--- config.mk ---
export PLATFORM = sky130hd
export DESIGN_NAME = adc_channel_output_control
export DESIGN_NICKNAME = d
export VERILOG_FILES = /design/src/adc_chan_pkg.sv /design/src/adc_channel_output_control.sv /design/src/sample_delay_line.sv
export SDC_FILE = /design/constraint.sdc
export NUM_CORES = 1
export LEC_CHECK = 0
export ABC_AREA = 0
export BUFFER_PORTS_ARGS = -buffer_cell sky130_fd_sc_hd__buf_2
export CORE_ASPECT_RATIO = 0.7
export CORE_UTILIZATION = 50
export DETAILED_ROUTE_END_ITERATION = 6
export PLACE_DENSITY = 0.76
export SLEW_MARGIN = 5
export SYNTH_ARGS = -nofsm -noshare
export SYNTH_HDL_FRONTEND = slang
export SYNTH_SLANG_ARGS = --single-unit
--- constraint.sdc ---
create_clock -name core_clk_i -period 2.4 [get_ports core_clk_i]
set_clock_uncertainty 0.2 [all_clocks]
set_input_delay 0.48 -clock core_clk_i [delete_from_list [all_inputs] [get_ports core_clk_i]]
set_output_delay 0.48 -clock core_clk_i [all_outputs]
set_load 0.01 [all_outputs]
--- src/adc_chan_pkg.sv ---
// Shared constants, register map and carrier types for the converter channel output block
package adc_chan_pkg;

    // Data path widths
    localparam int DATA_W        = 12;                 // Output word width
    localparam int PIPE_LATENCY  = 7;                  // Sample to output, in clock cycles
    localparam int OVR_CNT_W     = 16;                 // Overflow counter width

    // Timing: wake-up after power-down release
    localparam int CLK_PERIOD_NS = 10;                 // Core clock period
    localparam int WAKE_TIME_US  = 2500;               // Wake-up time in microseconds
    localparam int WAKE_CYCLES   = (WAKE_TIME_US * 1000) / CLK_PERIOD_NS;
    localparam int WAKE_CNT_W    = 18;                 // Wake counter width

    // APB geometry
    localparam int APB_ADDR_W    = 12;                 // Byte address width
    localparam int APB_DATA_W    = 32;                 // Bus data width

    // Register byte offsets
    localparam logic [11:0] REG_CTRL      = 12'h000;   // Control
    localparam logic [11:0] REG_STATUS    = 12'h004;   // Live status
    localparam logic [11:0] REG_IRQ_STAT  = 12'h008;   // Sticky events, write one to clear
    localparam logic [11:0] REG_IRQ_MASK  = 12'h00C;   // Interrupt enables
    localparam logic [11:0] REG_LAST_WORD = 12'h010;   // Last presented word
    localparam logic [11:0] REG_OVR_COUNT = 12'h014;   // Out-of-range word count

    // Control register fields
    localparam int CTRL_SOFT_PD_BIT   = 0;             // Software power-down request

    // Status register fields
    localparam int STAT_PD_BIT        = 0;             // Channel powered down
    localparam int STAT_AWAKE_BIT     = 1;             // Wake-up time elapsed
    localparam int STAT_DCS_BIT       = 2;             // Duty stabilizer enabled
    localparam int STAT_TWOS_BIT      = 3;             // Twos complement coding
    localparam int STAT_OE_BIT        = 4;             // Data bus driven

    // Last word register fields
    localparam int LAST_OVR_BIT       = 16;            // Overflow flag position

    // Interrupt event bits
    localparam int IRQ_W              = 3;             // Number of event bits
    localparam int IRQ_OVR_BIT        = 0;             // Out-of-range word presented
    localparam int IRQ_PD_BIT         = 1;             // Channel entered power-down
    localparam int IRQ_WAKE_BIT       = 2;             // Channel finished waking

    // Reset values
    localparam logic [IRQ_W-1:0] IRQ_MASK_RST = 3'h0;  // All interrupts masked

    // One converted result with its range flag
    typedef struct packed {
        logic [DATA_W-1:0] code;                       // Result code
        logic              ovr;                        // Input beyond range
    } conv_word_t;

    // Whole state of the channel controller
    typedef struct packed {
        logic                  soft_pd;                // Software power-down
        logic [IRQ_W-1:0]      irq_stat;               // Sticky events
        logic [IRQ_W-1:0]      irq_mask;               // Event enables
        logic                  pd;                     // Power-down state
        logic                  awake;                  // Wake time complete
        logic [WAKE_CNT_W-1:0] wake_cnt;               // Wake-up countdown
        conv_word_t            out;                    // Presented word
        logic [OVR_CNT_W-1:0]  ovr_count;              // Overflow words seen
        logic [APB_DATA_W-1:0] prdata;                 // Read data register
        logic                  dcs_on;                 // Stabilizer state
        logic                  twos;                   // Coding in use
    } chan_state_t;

endpackage

--- src/adc_channel_output_control.sv ---
// Digital control and output stage of one converter channel with APB status and interrupt
//
// Overview of operation
// - All conversion logic runs on channel clock
// - Stabilizer pin high enables duty stabilizer
// - Format pin low offset binary, high twos
// - Power-down pin high powers channel down
// - Powered down outputs hold static, stay driven
// - Output enable low drives the data bus
// - Output enable high releases the data bus
// - Parallel word, bit zero least significant
// - Dedicated out-of-range indicator output
//
// Chosen here: the APB interface to the registers and the register addresses.
`timescale 1ns/1ps
module adc_channel_output_control #(
    parameter int LATENCY     = adc_chan_pkg::PIPE_LATENCY,
    parameter int WAKE_CYCLES = adc_chan_pkg::WAKE_CYCLES
) (
    // Channel clock and reset
    input  wire logic                                core_clk_i,
    input  wire logic                                nrst_i,
    // Converter core result, one per clock
    input  wire logic [adc_chan_pkg::DATA_W-1:0]     conv_code_i,
    input  wire logic                                conv_ovr_i,
    // Control pins
    input  wire logic                                duty_stabilizer_enable_i,
    input  wire logic                                output_coding_select_i,
    input  wire logic                                chan_b_power_down_i,
    input  wire logic                                chan_b_output_enable_n_i,
    // Output pins, with output enable for the three-state drivers
    output logic      [adc_chan_pkg::DATA_W-1:0]     chan_b_data_o,
    output logic                                     chan_b_data_oe_o,
    output logic                                     chan_b_range_overflow_o,
    output logic                                     chan_b_range_overflow_oe_o,
    // Controls toward the analog core
    output logic                                     duty_stabilizer_on_o,
    output logic                                     chan_power_down_o,
    // APB slave
    input  wire logic                                psel_i,
    input  wire logic                                penable_i,
    input  wire logic                                pwrite_i,
    input  wire logic [adc_chan_pkg::APB_ADDR_W-1:0] paddr_i,
    input  wire logic [adc_chan_pkg::APB_DATA_W-1:0] pwdata_i,
    output logic      [adc_chan_pkg::APB_DATA_W-1:0] prdata_o,
    output logic                                     pready_o,
    output logic                                     pslverr_o,
    // Interrupt
    output logic                                     irq_o
);

    // Elaboration checks on parameters
    if (LATENCY < 2) begin : g_bad_latency
        $error("LATENCY must be at least two cycles");
    end
    if (WAKE_CYCLES < 1 || WAKE_CYCLES >= (1 << adc_chan_pkg::WAKE_CNT_W)) begin : g_bad_wake
        $error("WAKE_CYCLES does not fit the wake counter");
    end

    localparam int WORD_W = $bits(adc_chan_pkg::conv_word_t);   // Carrier width
    localparam logic [adc_chan_pkg::WAKE_CNT_W-1:0] WAKE_LOAD =
        adc_chan_pkg::WAKE_CNT_W'(WAKE_CYCLES);                // Countdown start
    localparam logic [adc_chan_pkg::WAKE_CNT_W-1:0] WAKE_ZERO = '0;   // Countdown end

    adc_chan_pkg::chan_state_t s_r;                    // Registered state
    adc_chan_pkg::chan_state_t s_nxt;                  // Next state

    adc_chan_pkg::conv_word_t  conv_in;                // Word entering the pipeline
    adc_chan_pkg::conv_word_t  conv_late;              // Word leaving the delay line
    logic [WORD_W-1:0]         late_bits;              // Raw delay line output

    logic                      pd_eff;                 // Pin or software power-down
    logic [adc_chan_pkg::IRQ_W-1:0] ev;                // Events this cycle
    logic                      apb_setup;              // Setup phase of a transfer
    logic                      apb_access;             // Access phase of a transfer
    logic                      addr_hit;               // Address maps to a register
    logic [adc_chan_pkg::DATA_W-1:0] coded;            // Word in selected coding

    // Word and flag travel as one carrier
    // flag beside word
    assign conv_in.code = conv_code_i;
    assign conv_in.ovr  = conv_ovr_i;

    // Delay line covers all but the output register stage
    // single channel clock
    sample_delay_line #(
        .W     (WORD_W),
        .DEPTH (LATENCY - 1)
    ) u_delay (
        .core_clk_i (core_clk_i),
        .nrst_i     (nrst_i),
        .hold_i     (pd_eff),
        .din_i      (conv_in),
        .dout_o     (late_bits)
    );

    assign conv_late = adc_chan_pkg::conv_word_t'(late_bits);

    // Power-down request from pin or register
    // pin high powers down
    assign pd_eff = chan_b_power_down_i | s_r.soft_pd;

    // Output coding: twos complement flips the top bit of offset binary
    // select output coding
    always_comb begin
        coded                           = conv_late.code;
        coded[adc_chan_pkg::DATA_W-1]   = conv_late.code[adc_chan_pkg::DATA_W-1] ^ output_coding_select_i;
    end

    // APB phase decode
    assign apb_setup  = psel_i & ~penable_i;
    assign apb_access = psel_i & penable_i;

    // Address decode over the mapped words
    always_comb begin
        unique case (paddr_i)
            adc_chan_pkg::REG_CTRL,
            adc_chan_pkg::REG_STATUS,
            adc_chan_pkg::REG_IRQ_STAT,
            adc_chan_pkg::REG_IRQ_MASK,
            adc_chan_pkg::REG_LAST_WORD,
            adc_chan_pkg::REG_OVR_COUNT: begin
                addr_hit = 1'b1;
            end
            default: begin
                addr_hit = 1'b0;
            end
        endcase
    end

    // Next-state logic for the whole channel
    always_comb begin
        s_nxt = s_r;
        ev    = '0;

        // Pin levels taken into state each cycle
        // stabilizer follows pin
        s_nxt.dcs_on = duty_stabilizer_enable_i;
        s_nxt.twos   = output_coding_select_i;
        s_nxt.pd     = pd_eff;

        // Entering power-down raises an event
        if (pd_eff && !s_r.pd) begin
            ev[adc_chan_pkg::IRQ_PD_BIT] = 1'b1;
        end

        // Wake-up countdown after power-down release
        if (pd_eff) begin
            // Restart the full wake time
            s_nxt.awake    = 1'b0;
            s_nxt.wake_cnt = WAKE_LOAD;
        end else if (s_r.wake_cnt != WAKE_ZERO) begin
            // Still settling
            s_nxt.wake_cnt = s_r.wake_cnt - 1'b1;
        end else if (!s_r.awake) begin
            // Countdown finished this cycle
            s_nxt.awake                     = 1'b1;
            ev[adc_chan_pkg::IRQ_WAKE_BIT]  = 1'b1;
        end

        // Output register: new word only while running and awake
        // outputs static in power-down
        if (!pd_eff && s_r.awake) begin
            s_nxt.out.code = coded;
            s_nxt.out.ovr  = conv_late.ovr;
            if (conv_late.ovr) begin
                ev[adc_chan_pkg::IRQ_OVR_BIT] = 1'b1;
                // Saturating count of overflow words
                if (s_r.ovr_count != '1) begin
                    s_nxt.ovr_count = s_r.ovr_count + 1'b1;
                end
            end
        end

        // Read data captured in the setup phase
        if (apb_setup && !pwrite_i) begin
            s_nxt.prdata = '0;
            unique case (paddr_i)
                adc_chan_pkg::REG_CTRL: begin
                    s_nxt.prdata[adc_chan_pkg::CTRL_SOFT_PD_BIT] = s_r.soft_pd;
                end
                adc_chan_pkg::REG_STATUS: begin
                    s_nxt.prdata[adc_chan_pkg::STAT_PD_BIT]    = s_r.pd;
                    s_nxt.prdata[adc_chan_pkg::STAT_AWAKE_BIT] = s_r.awake;
                    s_nxt.prdata[adc_chan_pkg::STAT_DCS_BIT]   = s_r.dcs_on;
                    s_nxt.prdata[adc_chan_pkg::STAT_TWOS_BIT]  = s_r.twos;
                    s_nxt.prdata[adc_chan_pkg::STAT_OE_BIT]    = ~chan_b_output_enable_n_i;
                end
                adc_chan_pkg::REG_IRQ_STAT: begin
                    s_nxt.prdata[adc_chan_pkg::IRQ_W-1:0] = s_r.irq_stat;
                end
                adc_chan_pkg::REG_IRQ_MASK: begin
                    s_nxt.prdata[adc_chan_pkg::IRQ_W-1:0] = s_r.irq_mask;
                end
                adc_chan_pkg::REG_LAST_WORD: begin
                    s_nxt.prdata[adc_chan_pkg::DATA_W-1:0]     = s_r.out.code;
                    s_nxt.prdata[adc_chan_pkg::LAST_OVR_BIT]   = s_r.out.ovr;
                end
                adc_chan_pkg::REG_OVR_COUNT: begin
                    s_nxt.prdata[adc_chan_pkg::OVR_CNT_W-1:0]  = s_r.ovr_count;
                end
                default: begin
                    // Unmapped reads return zero
                    s_nxt.prdata = '0;
                end
            endcase
        end

        // Writes take effect in the access phase
        if (apb_access && pwrite_i && addr_hit) begin
            unique case (paddr_i)
                adc_chan_pkg::REG_CTRL: begin
                    s_nxt.soft_pd = pwdata_i[adc_chan_pkg::CTRL_SOFT_PD_BIT];
                end
                adc_chan_pkg::REG_IRQ_STAT: begin
                    // Write one clears
                    s_nxt.irq_stat = s_r.irq_stat & ~pwdata_i[adc_chan_pkg::IRQ_W-1:0];
                end
                adc_chan_pkg::REG_IRQ_MASK: begin
                    s_nxt.irq_mask = pwdata_i[adc_chan_pkg::IRQ_W-1:0];
                end
                adc_chan_pkg::REG_OVR_COUNT: begin
                    // Any write restarts the count
                    s_nxt.ovr_count = '0;
                end
                default: begin
                    // Read-only words ignore writes
                    s_nxt.soft_pd = s_nxt.soft_pd;
                end
            endcase
        end

        // New events set after any clear, so a set wins
        s_nxt.irq_stat = s_nxt.irq_stat | ev;
    end

    // State register with synchronous reset to constants
    always_ff @(posedge core_clk_i) begin
        if (!nrst_i) begin
            s_r          <= '0;
            s_r.irq_mask <= adc_chan_pkg::IRQ_MASK_RST;
            s_r.wake_cnt <= WAKE_LOAD;
        end else begin
            s_r <= s_nxt;
        end
    end

    // Data pins from the output register
    // parallel word out
    assign chan_b_data_o           = s_r.out.code;
    assign chan_b_range_overflow_o = s_r.out.ovr;

    // Drivers follow only the enable pin, never power-down
    // enable low drives
    assign chan_b_data_oe_o           = ~chan_b_output_enable_n_i;
    assign chan_b_range_overflow_oe_o = ~chan_b_output_enable_n_i;

    // Analog core controls
    assign duty_stabilizer_on_o = s_r.dcs_on;
    assign chan_power_down_o    = s_r.pd;

    // Zero wait state APB answer
    assign pready_o  = apb_access;
    assign pslverr_o = apb_access & ~addr_hit;
    assign prdata_o  = s_r.prdata;

    // Level interrupt from unmasked sticky bits
    assign irq_o = |(s_r.irq_stat & s_r.irq_mask);

endmodule

--- src/sample_delay_line.sv ---
// Parameterised delay line that carries converted words through the pipeline
`timescale 1ns/1ps
module sample_delay_line #(
    parameter int W     = 13,
    parameter int DEPTH = 6
) (
    // Clock and reset
    input  wire logic         core_clk_i,
    input  wire logic         nrst_i,
    // Stall while powered down
    input  wire logic         hold_i,
    // Word in and out
    input  wire logic [W-1:0] din_i,
    output logic      [W-1:0] dout_o
);

    // Elaboration check on the geometry
    if (DEPTH < 1 || W < 1) begin : g_bad_geometry
        $error("sample_delay_line needs DEPTH and W of at least one");
    end

    // All stages in one packed state
    typedef struct packed {
        logic [DEPTH-1:0][W-1:0] stg;                  // Stage 0 is the newest
    } line_state_t;

    line_state_t s_r;                                  // Registered state
    line_state_t s_nxt;                                // Next state

    // Shift one place per cycle unless held
    always_comb begin
        s_nxt = s_r;
        if (!hold_i) begin
            s_nxt.stg[0] = din_i;
            for (int i = 1; i < DEPTH; i++) begin
                s_nxt.stg[i] = s_r.stg[i-1];
            end
        end
    end

    // State register with synchronous reset
    always_ff @(posedge core_clk_i) begin
        if (!nrst_i) begin
            s_r <= '0;
        end else begin
            s_r <= s_nxt;
        end
    end

    // Oldest stage leaves the line
    assign dout_o = s_r.stg[DEPTH-1];

endmodule

==> results of run 1 <==
## cells in the mapped netlist (7+ instances only)
master / number / share of area [%]
a21oi_1: 49 / 3.9
inv_1: 12 / 0.71
a221oi_1: 7 / 0.97
o31ai_1: 13 / 1.5
or4_1: 11 / 1.3
nor4_1: 10 / 0.99
nand3_1: 22 / 1.7
or3_1: 9 / 0.89
nand2_1: 45 / 2.7
dfxtp_1: 153 / 48
mux2i_1: 7 / 1.1
buf_4: 47 / 5.6
nand4_1: 11 / 1.1
nor2_1: 28 / 1.7
a22o_1: 78 / 11
nor3_1: 11 / 0.87
clkbuf_1: 36 / 2.1
o21ai_0: 28 / 2.2
## flip-flops by register name, indices dropped and copies added (netlist names)
signal                   cells
chan_power_down_o            1
prdata_o                    17
u_delay.s_r                 65
u_delay.dout_o              13
chan_b_range_overflow_o      1
duty_stabilizer_on_o         1
chan_b_data_o               12
s_r                         43
## cell usage in the layout, fill, tap and decap left out, types with 15 or more instances in the layout
master     count
nand2_1       45
buf_2         73
a22o_1        78
a21oi_1       49
o21ai_0       28
clkbuf_16     17
dfxtp_1      153
buf_4         18
nand3_1       22
nor2_1        27
conb_1        15
## routing by layer
| layer | vias to the layer above | wire length, um |
|---|---|---|
| li1 | 2528 | - |
| met1 | 2401 | 6565 |
| met2 | 203 | 5791 |
| met3 | 27 | 1003 |
| met4 | 0 | 221 |
| met5 | - | 0 |
## path summary, 6_finish.rpt
path | to | start | cells past startpoint
setup / recovery | pslverr_o | paddr_i[0] | 5
hold / removal | u_delay.s_r[10] | conv_code_i[9] | 2
setup reg to reg | s_r[71] | s_r[66] | 4
hold reg to reg | prdata_o[13] | prdata_o[13] | 2
## stage by stage
stage | hold WS [ps] | area [um2] | setup WS (ps) | cells
CTS | 49.28 | 7269 | 35.95 | 883
detailed placement | 241.9 | 6700 | -29.76 | 851
global placement | 236.1 | 6700 | -34.61 | 851
finish | 62.17 | 7269 | 42.35 | 883
floorplan | 232.1 | 6404 | 79.06 | 683
global route | 51.42 | 7269 | 11.72 | 883
## repair_timing
| action | CTS | global route |
|---|---|---|
| pin swaps | 0 | 1 |
| gates resized for setup | 1 | 0 |
| endpoints found under the setup margin | 1 | 1 |
## layout make-up
cell class	instances	area [um2]
fillers	1040	5152
clock buffers	19	452.9
repair buffers	96	600.6
well taps	162	202.7
inverters	13	48.80
clock inverters	13	111.4
flip-flops and latches	153	3063
multi-input cells	427	2790
## cells by family (layout without fill, tap and decap cells)
kind of cell	after synthesis	count (layout)	share of synthesized area [%]
AO/OA/AOI/OAI	209	209	23.54
XOR/XNOR	1	1	0.1379
adder cells (fa/ha/maj)	2	2	0.3939
buffers and inverters	103	141	9.042
flip-flops	153	153	48.23
multiplexers	8	8	1.281
other	1	15	0.05904
AND/OR/NAND/NOR	192	192	17.32
## power by group
group          internal, uW  switching [uW]  total [uW]
clock                  1410            1100        2510
sequential             2590            31.3        2620
combinational           114             182         297
total                  4110            1320        5430
## worst max-delay path, stage by stage
cell and delay (ps):
buf_2 90, or4_1 600, nor3_2 240, a21boi_0 120, buf_2 150
==> flow_summary.yaml, run 1 <==
run_status:
  outcome: "finished, final reports clean"
clock_tree:
  post-cts-setup-buffers: 0
  ctsHtreeMaxLevel: 4
  worstSkewPairLatency_ps: 420
  cts_tree: "yes"
  cts_sinks: 153
  clk_path_buf_depth: 2
  root_buffer: "clkbuf_16"
  clk_pin_slew_ps: 60
  cts_buffers: 17
  ctsHoldBuffers: 0
cells_and_area:
  drive_above_1_share_pct: 20.53
  final_util_pct: 58.52
  synthToLayoutAreaGrowth_pct: 14.46
  nets: 776
  antenna_cells: 0
global_routing:
  antenna_found_initial: 0
  grtUsageTotal_pct: 21.76
  grt_overflow: 0
  grtUsageMet1_pct: 30.33
  grt_pass1_vias: 4537
  grt_pass1_wl_um: 22250
  grt_busiest_layer: "met2"
  gr-usage-met3_pct: 5.055
  use_met2_pct: 31.77
  grt_max_degree: 48
job:
  maxCapViolCount: 0
sta:
  fin_crit_ps: 2358
  rsz0062_at_grt: "false"
  timing.setup.tns_ps: 0
  worst_pin_slew_ps: 515.2
  setup_viol: 0
  finalCritPeriodShare_pct: 98.24
  final-max-slew-violation-count: 0
  max_freq_mhz: 424.2
  hold_viol: 0
  slew-limit-headroom_pct: 64.76
floorplanning:
  pin_count: 118
  rows: 34
  die_width_um: 136.7
  fp.coreArea_um2: 12420
  die_h_um: 96.30
  die_area_um2: 13160
  initial_core_util_pct: 51.13
setup_path:
  rrSetupSlack_ps: 130
  crit_path_end_kind: "output port"
  critPathLaunchType: "input pin"
  critPathMaxFanout: 4
  critical_path_class: "in2out"
  worstPathArrival_ps: 1680
  cp.required_ps: 1720
yosys:
  syn_area_per_cell_um2: 9.493
  ys.flop_type: "dfxtp_1"
  syn-cell-area_um2: 6351
  async_flop_share_pct: 0
  yosysSeqAreaShare_pct: 48.23
  syn_inst: 669
  synthDistinctLibCells: 62
  synth_enable_flop_cells: 0
  ys_warn_count: 0
  synth_seq_cells: 153
power_and_ir_drop:
  irDropWorstVdd_mv: 0.6782
  p_leak_uw: 0.002809
  powerDensity_nw_per_um2: 746.3
  total_power_uw: 5425
routing:
  drtPass1Iterations: 5
  via_count: 5159
  routed_via_density: 5.843
  drt_iter0_drc: 379
  totalWireLength_um: 13580
  ant_nets: 0
  route.detailed.drc: 0
  wl_per_cell_um: 15.38
placement:
  port_buffers: 73
  place_hpwl_um: 9264
  gp_congestion: 0.9348
hold_path:
  hold_class: "in2reg"
Note: power is estimated with default switching activity, not from simulation.
==> inputs of run 2 (changes only) <==
--- a/config.mk
+++ b/config.mk
@@ -7,6 +7,5 @@
 export LEC_CHECK = 0
 export ABC_AREA = 0
-export BUFFER_PORTS_ARGS = -buffer_cell sky130_fd_sc_hd__buf_2
-export CORE_ASPECT_RATIO = 0.7
+export BUFFER_PORTS_ARGS = -buffer_cell sky130_fd_sc_hd__buf_4
 export CORE_UTILIZATION = 50
 export DETAILED_ROUTE_END_ITERATION = 6
==> constraint.sdc (replaced) <==
create_clock -name core_clk_i -period 2.4 [get_ports core_clk_i]
set_clock_uncertainty 0.2 [all_clocks]
set_input_delay 0.36 -clock core_clk_i [delete_from_list [all_inputs] [get_ports core_clk_i]]
set_output_delay 0.36 -clock core_clk_i [all_outputs]
set_load 0.01 [all_outputs]
==> flow_summary.yaml, run 2 (same netlist as run 1, synthesis figures left out) <==
routing:
  wl_met3_um: 653
  highest_layer: "met4"
  ant_nets: 0
  wl_met2_um: 6672
  route.detailed.drc: 0
  wl_per_cell_um: 15.27
  wl_met1_um: 6140
  routed_via_density: 5.814
  drtPass1Iterations: 7
  via_count: 5209
  totalWireLength_um: 13680
  drt_iter0_drc: 327
setup_path:
  critPathMaxStageDelay_ps: 560
  r2r_cells: 4
  rrSetupSlack_ps: 110
  crit_family: "simple AND/OR/NAND/NOR gates"
  rr_startpoint: "s_r[66]"
  cp_cell_sequence: "or4_4 > or3_1 > o31a_1 > o21a_1"
  path_buf_inv: 0
  critPathMaxFanout: 10
  endpoint: "s_r[71]"
  worstReg2RegEnd: "s_r[71]"
  path_depth: 4
  critical_path_class: "reg2reg"
  cp.required_ps: 2510
  critPathLaunchType: "flop"
  worstPathArrival_ps: 2400
  crit_path_end_kind: "flop"
  crit_start: "s_r[66]"
  cpMaxStageDelayCell: "or4_4"
power_and_ir_drop:
  pwr-share-clk_pct: 49.5
  swShare_pct: 20.96
  power_switching_uw: 1221
  pwr-share-comb_pct: 5.5
  power_frac_seq_pct: 45.0
  power.internal_uw: 4606
  irDropWorstVdd_mv: 0.4701
  p_leak_uw: 0.002907
  powerDensity_nw_per_um2: 767.0
sta:
  fin_crit_ps: 2293
  timing.setup.tns_ps: 0
  worst_pin_slew_ps: 597.9
  setup_viol: 0
  max_freq_mhz: 436.1
  rsz0062_at_grt: "false"
  finalCritPeriodShare_pct: 95.55
  holdWs_ps: 14.14
  slew-limit-headroom_pct: 59.77
  final-max-slew-violation-count: 0
  hold_viol: 0
cells_and_area:
  regMostFlops: "u_delay.s_r"
  antenna_cells: 0
  drive_above_1_share_pct: 18.82
  nFillCells: 1051
  nets: 784
  largest_reg_flops: 65
  stdcell_area_um2: 7597
  synthToLayoutAreaGrowth_pct: 19.62
  final_util_pct: 62.21
  layout_commonest_cell: "dfxtp_1"
  layout_common_cells: "dfxtp_1, buf_4, a22o_1"
clock_tree:
  ctsHtreeMaxLevel: 4
  root_buffer: "clkbuf_16"
  cts_tree: "yes"
  clk_path_buf_depth: 2
  cts_sinks: 153
  worstSkewPairLatency_ps: 420
  cts_buffers: 17
  post-cts-setup-buffers: 0
  clk_pin_slew_ps: 60
floorplanning:
  die_width_um: 114.7
  die_h_um: 114.7
  pin_count: 118
  fp.coreArea_um2: 12210
  initial_core_util_pct: 52.01
  die_area_um2: 13160
  rows: 40
placement:
  placed_area_um2: 6800
  port_buffers: 73
  place_hpwl_um: 9118
  gp_congestion: 0.8507
run_status:
  outcome: "finished, final reports clean"
global_routing:
  grt_pass1_wl_um: 22710
  grt_overflow: 0
  grt_max_degree: 80
  grt_pass1_vias: 4845
  antenna_found_initial: 0
  grtUsageTotal_pct: 21.86
hold_path:
  hold_class: "in2reg"
job:
  maxCapViolCount: 0
-- run 2: changes by cell type in the layout (fill, tap and decap cells not counted), sizes merged --
cell | before | now
dlygate4sd3 | 0 | 15
bufinv | 0 | 5
clkinv | 1 | 2
clkinvlp | 5 | 0
inv | 20 | 16
buf | 96 | 89
clkbuf | 19 | 21
-- run 2: power groups by stage --
stage	combinational (uW)	sequential [uW]	clock (uW)
after global routing	353	2620	3040
after floorplan	214	2670	0
after CTS	321	2620	2920
after global placement	292	2670	0
after detailed placement	301	2680	0
final	323	2620	2880
-- run 2: per-stage QoR --
step,power [uW],setup WS (ps),instances
final,5827,106.9,896
after global routing,6020,9.012,896
after CTS,5859,46.63,896
after detailed placement,2976,-4.404,850
after global placement,2963,35.79,850
after floorplan,2880,222.9,683
-- run 2: layout make-up --
class                   count  area, um2  area share (%)
well taps                 168      210.2           2.767
clock inverters            10      190.2           2.503
repair buffers            104      843.3           11.10
inverters                  13      48.80          0.6423
flip-flops and latches    153       3063           40.32
clock buffers              21      450.4           5.929
multi-input cells         427       2791           36.74
-- run 2: how the worst min path moves through the flow --
stage | start | end | slack, ps | cells after the start
CTS | pwdata_i[0] | s_r[89] | 0.7 | 2
floorplan | u_delay.dout_o[1] | chan_b_data_o[0] | 230 | 2
detailed placement | u_delay.dout_o[6] | chan_b_data_o[5] | 250 | 2
global placement | prdata_o[16] | prdata_o[16] | 240 | 2
finish | pwdata_i[0] | s_r[89] | 10 | 2
global route | pwdata_i[0] | s_r[89] | 20 | 2
-- run 2: per-layer routing --
layer,global-route usage [%],vias to the layer above
li1,-,2544
met1,26.95,2509
met2,37.13,139
met3,5.135,17
met4,8.398,0
met5,0,-
-- run 2: repair_timing --
action,4_1_cts,5_1_grt
resized for setup,0,2
hold buffers,15,0
setup endpoints to repair,0,2
endpoints found under the hold margin,15,0
==> inputs of run 3 (changes only) <==
HOLD_SLACK_MARGIN = 0.06   (was not set)
==> flow_summary.yaml, run 3 (same netlist as run 1, synthesis figures left out) <==
global_routing:
  antenna_found_initial: 0
  grt_overflow: 0
  grt_max_degree: 80
  grt_pass1_vias: 4855
  grtUsageTotal_pct: 21.89
  grt_pass1_wl_um: 22760
power_and_ir_drop:
  irDropWorstVdd_mv: 0.4703
  powerDensity_nw_per_um2: 764.2
  p_leak_uw: 0.002920
placement:
  port_buffers: 73
  gp_congestion: 0.8507
  dp_slack_ps: -4.404
  place_hpwl_um: 9118
  dp_cells: 850
setup_path:
  critical_path_class: "in2out"
  critPathLaunchType: "input pin"
  path_buf_inv: 2
  critPathMaxStageDelay_ps: 700
  cp_cell_sequence: "buf_4 > or4_1 > nor3_2 > a21boi_0 > buf_4"
  worstPathArrival_ps: 1710
  crit_path_end_kind: "output port"
  critPathMaxFanout: 6
  crit_family: "simple AND/OR/NAND/NOR gates"
  crit_top_cell: "buf_4"
  rrSetupSlack_ps: 130
  cpMaxStageDelayCell: "or4_1"
  cp.required_ps: 1840
routing:
  totalWireLength_um: 13700
  routed_via_density: 5.783
  route.detailed.drc: 0
  wl_per_cell_um: 15.24
  via_count: 5199
  ant_nets: 0
  drtPass1Iterations: 6
  drt_iter0_drc: 314
floorplanning:
  die_width_um: 114.7
  die_h_um: 114.7
  die_area_um2: 13160
  rows: 40
  pin_count: 118
  initial_core_util_pct: 52.01
  fp.coreArea_um2: 12210
cells_and_area:
  largest_reg_flops: 65
  antenna_cells: 0
  drive_above_1_share_pct: 18.74
  nFillCells: 1047
  synthToLayoutAreaGrowth_pct: 20.09
  fin_cells: 899
  nets: 787
  layout_common_cells: "dfxtp_1, buf_4, a22o_1"
  regMostFlops: "u_delay.s_r"
  layout_commonest_cell: "dfxtp_1"
sta:
  holdWs_ps: 112.4
  worst_pin_slew_ps: 602.7
  timing.setup.tns_ps: 0
  timing.final.ws_setup_ps: 127.7
  final-max-slew-violation-count: 0
  slew-limit-headroom_pct: 59.45
  hold_viol: 0
  rsz0062_at_grt: "false"
  max_freq_mhz: 440.1
  finalCritPeriodShare_pct: 94.68
  setup_viol: 0
  fin_crit_ps: 2272
clock_tree:
  root_buffer: "clkbuf_16"
  cts_tree: "yes"
  cts_buffers: 17
  ctsHtreeMaxLevel: 4
  clk_pin_slew_ps: 60
  cts_sinks: 153
  worstSkewPairLatency_ps: 420
  clk_path_buf_depth: 2
job:
  maxCapViolCount: 0
run_status:
  outcome: "finished, final reports clean"
hold_path:
  hold_class: "in2reg"
==> run 3: changes by cell type in the layout (fill, tap and decap cells not counted) <==
cell / before / now
dlygate4sd3_1: 15 / 18
==> run 3: cell type report <==
| type | count | area (um2) | share of cell area (%) |
|---|---|---|---|
| Clock inverter | 10 | 190.2 | 2.493 |
| Clock buffer | 21 | 450.4 | 5.906 |
| Multi-Input combinational cell | 427 | 2791 | 36.60 |
| Tap cell | 168 | 210.2 | 2.756 |
| Sequential cell | 153 | 3063 | 40.16 |
| Inverter | 13 | 48.80 | 0.6398 |
| Timing Repair Buffer | 107 | 873.3 | 11.45 |
==> run 3: per-stage QoR <==
stage | utilization, % | instance area (um2) | power, uW
3_5_place_dp | 55.69 | 6800 | 2976
5_1_grt | 62.46 | 7627 | 6024
3_3_place_gp | 55.69 | 6800 | 2963
4_1_cts | 62.41 | 7621 | 5863
2_1_floorplan | - | 6404 | 2880
6_report | 62.46 | 7627 | 5829
==> run 3: layer usage <==
metal,GRT usage [%],share of wire (%),vias up
met5,0,0,-
met4,8.398,1.5,0
met3,5.135,4.4,15
met2,37.25,49,138
met1,26.95,45,2490
li1,-,-,2556
==> run 3: worst min-delay path, delay by kind of cell <==
family                 cells  cell delay (ps)
AOI/OAI and AO/OA          1               70
and+or+nand+nor            1               90
buffers and inverters      1              160
==> run 3: path summary, 6_finish.rpt <==
check,cells past startpoint,end,startpoint
setup / recovery,5,pslverr_o,paddr_i[9]
setup reg to reg,5,s_r[72],s_r[65]
hold / removal,3,s_r[85],paddr_i[3]
hold reg to reg,2,chan_b_data_o[5],u_delay.dout_o[6]
==> run 3: report_power, final <==
part	total, uW	internal (uW)	leakage [uW]	switching [uW]
combinational	326	145	0.00137	182
sequential	2620	2590	0.00124	32.3
clock	2880	1880	0.000313	1010
total	5830	4610	0.00292	1220
==> run 3: repair_timing <==
action	in CTS	in global routing
endpoints found under the setup margin	0	2
hold buffers	18	0
hold endpoints to repair	19	0
setup buffers	0	0
gates resized for setup	0	2
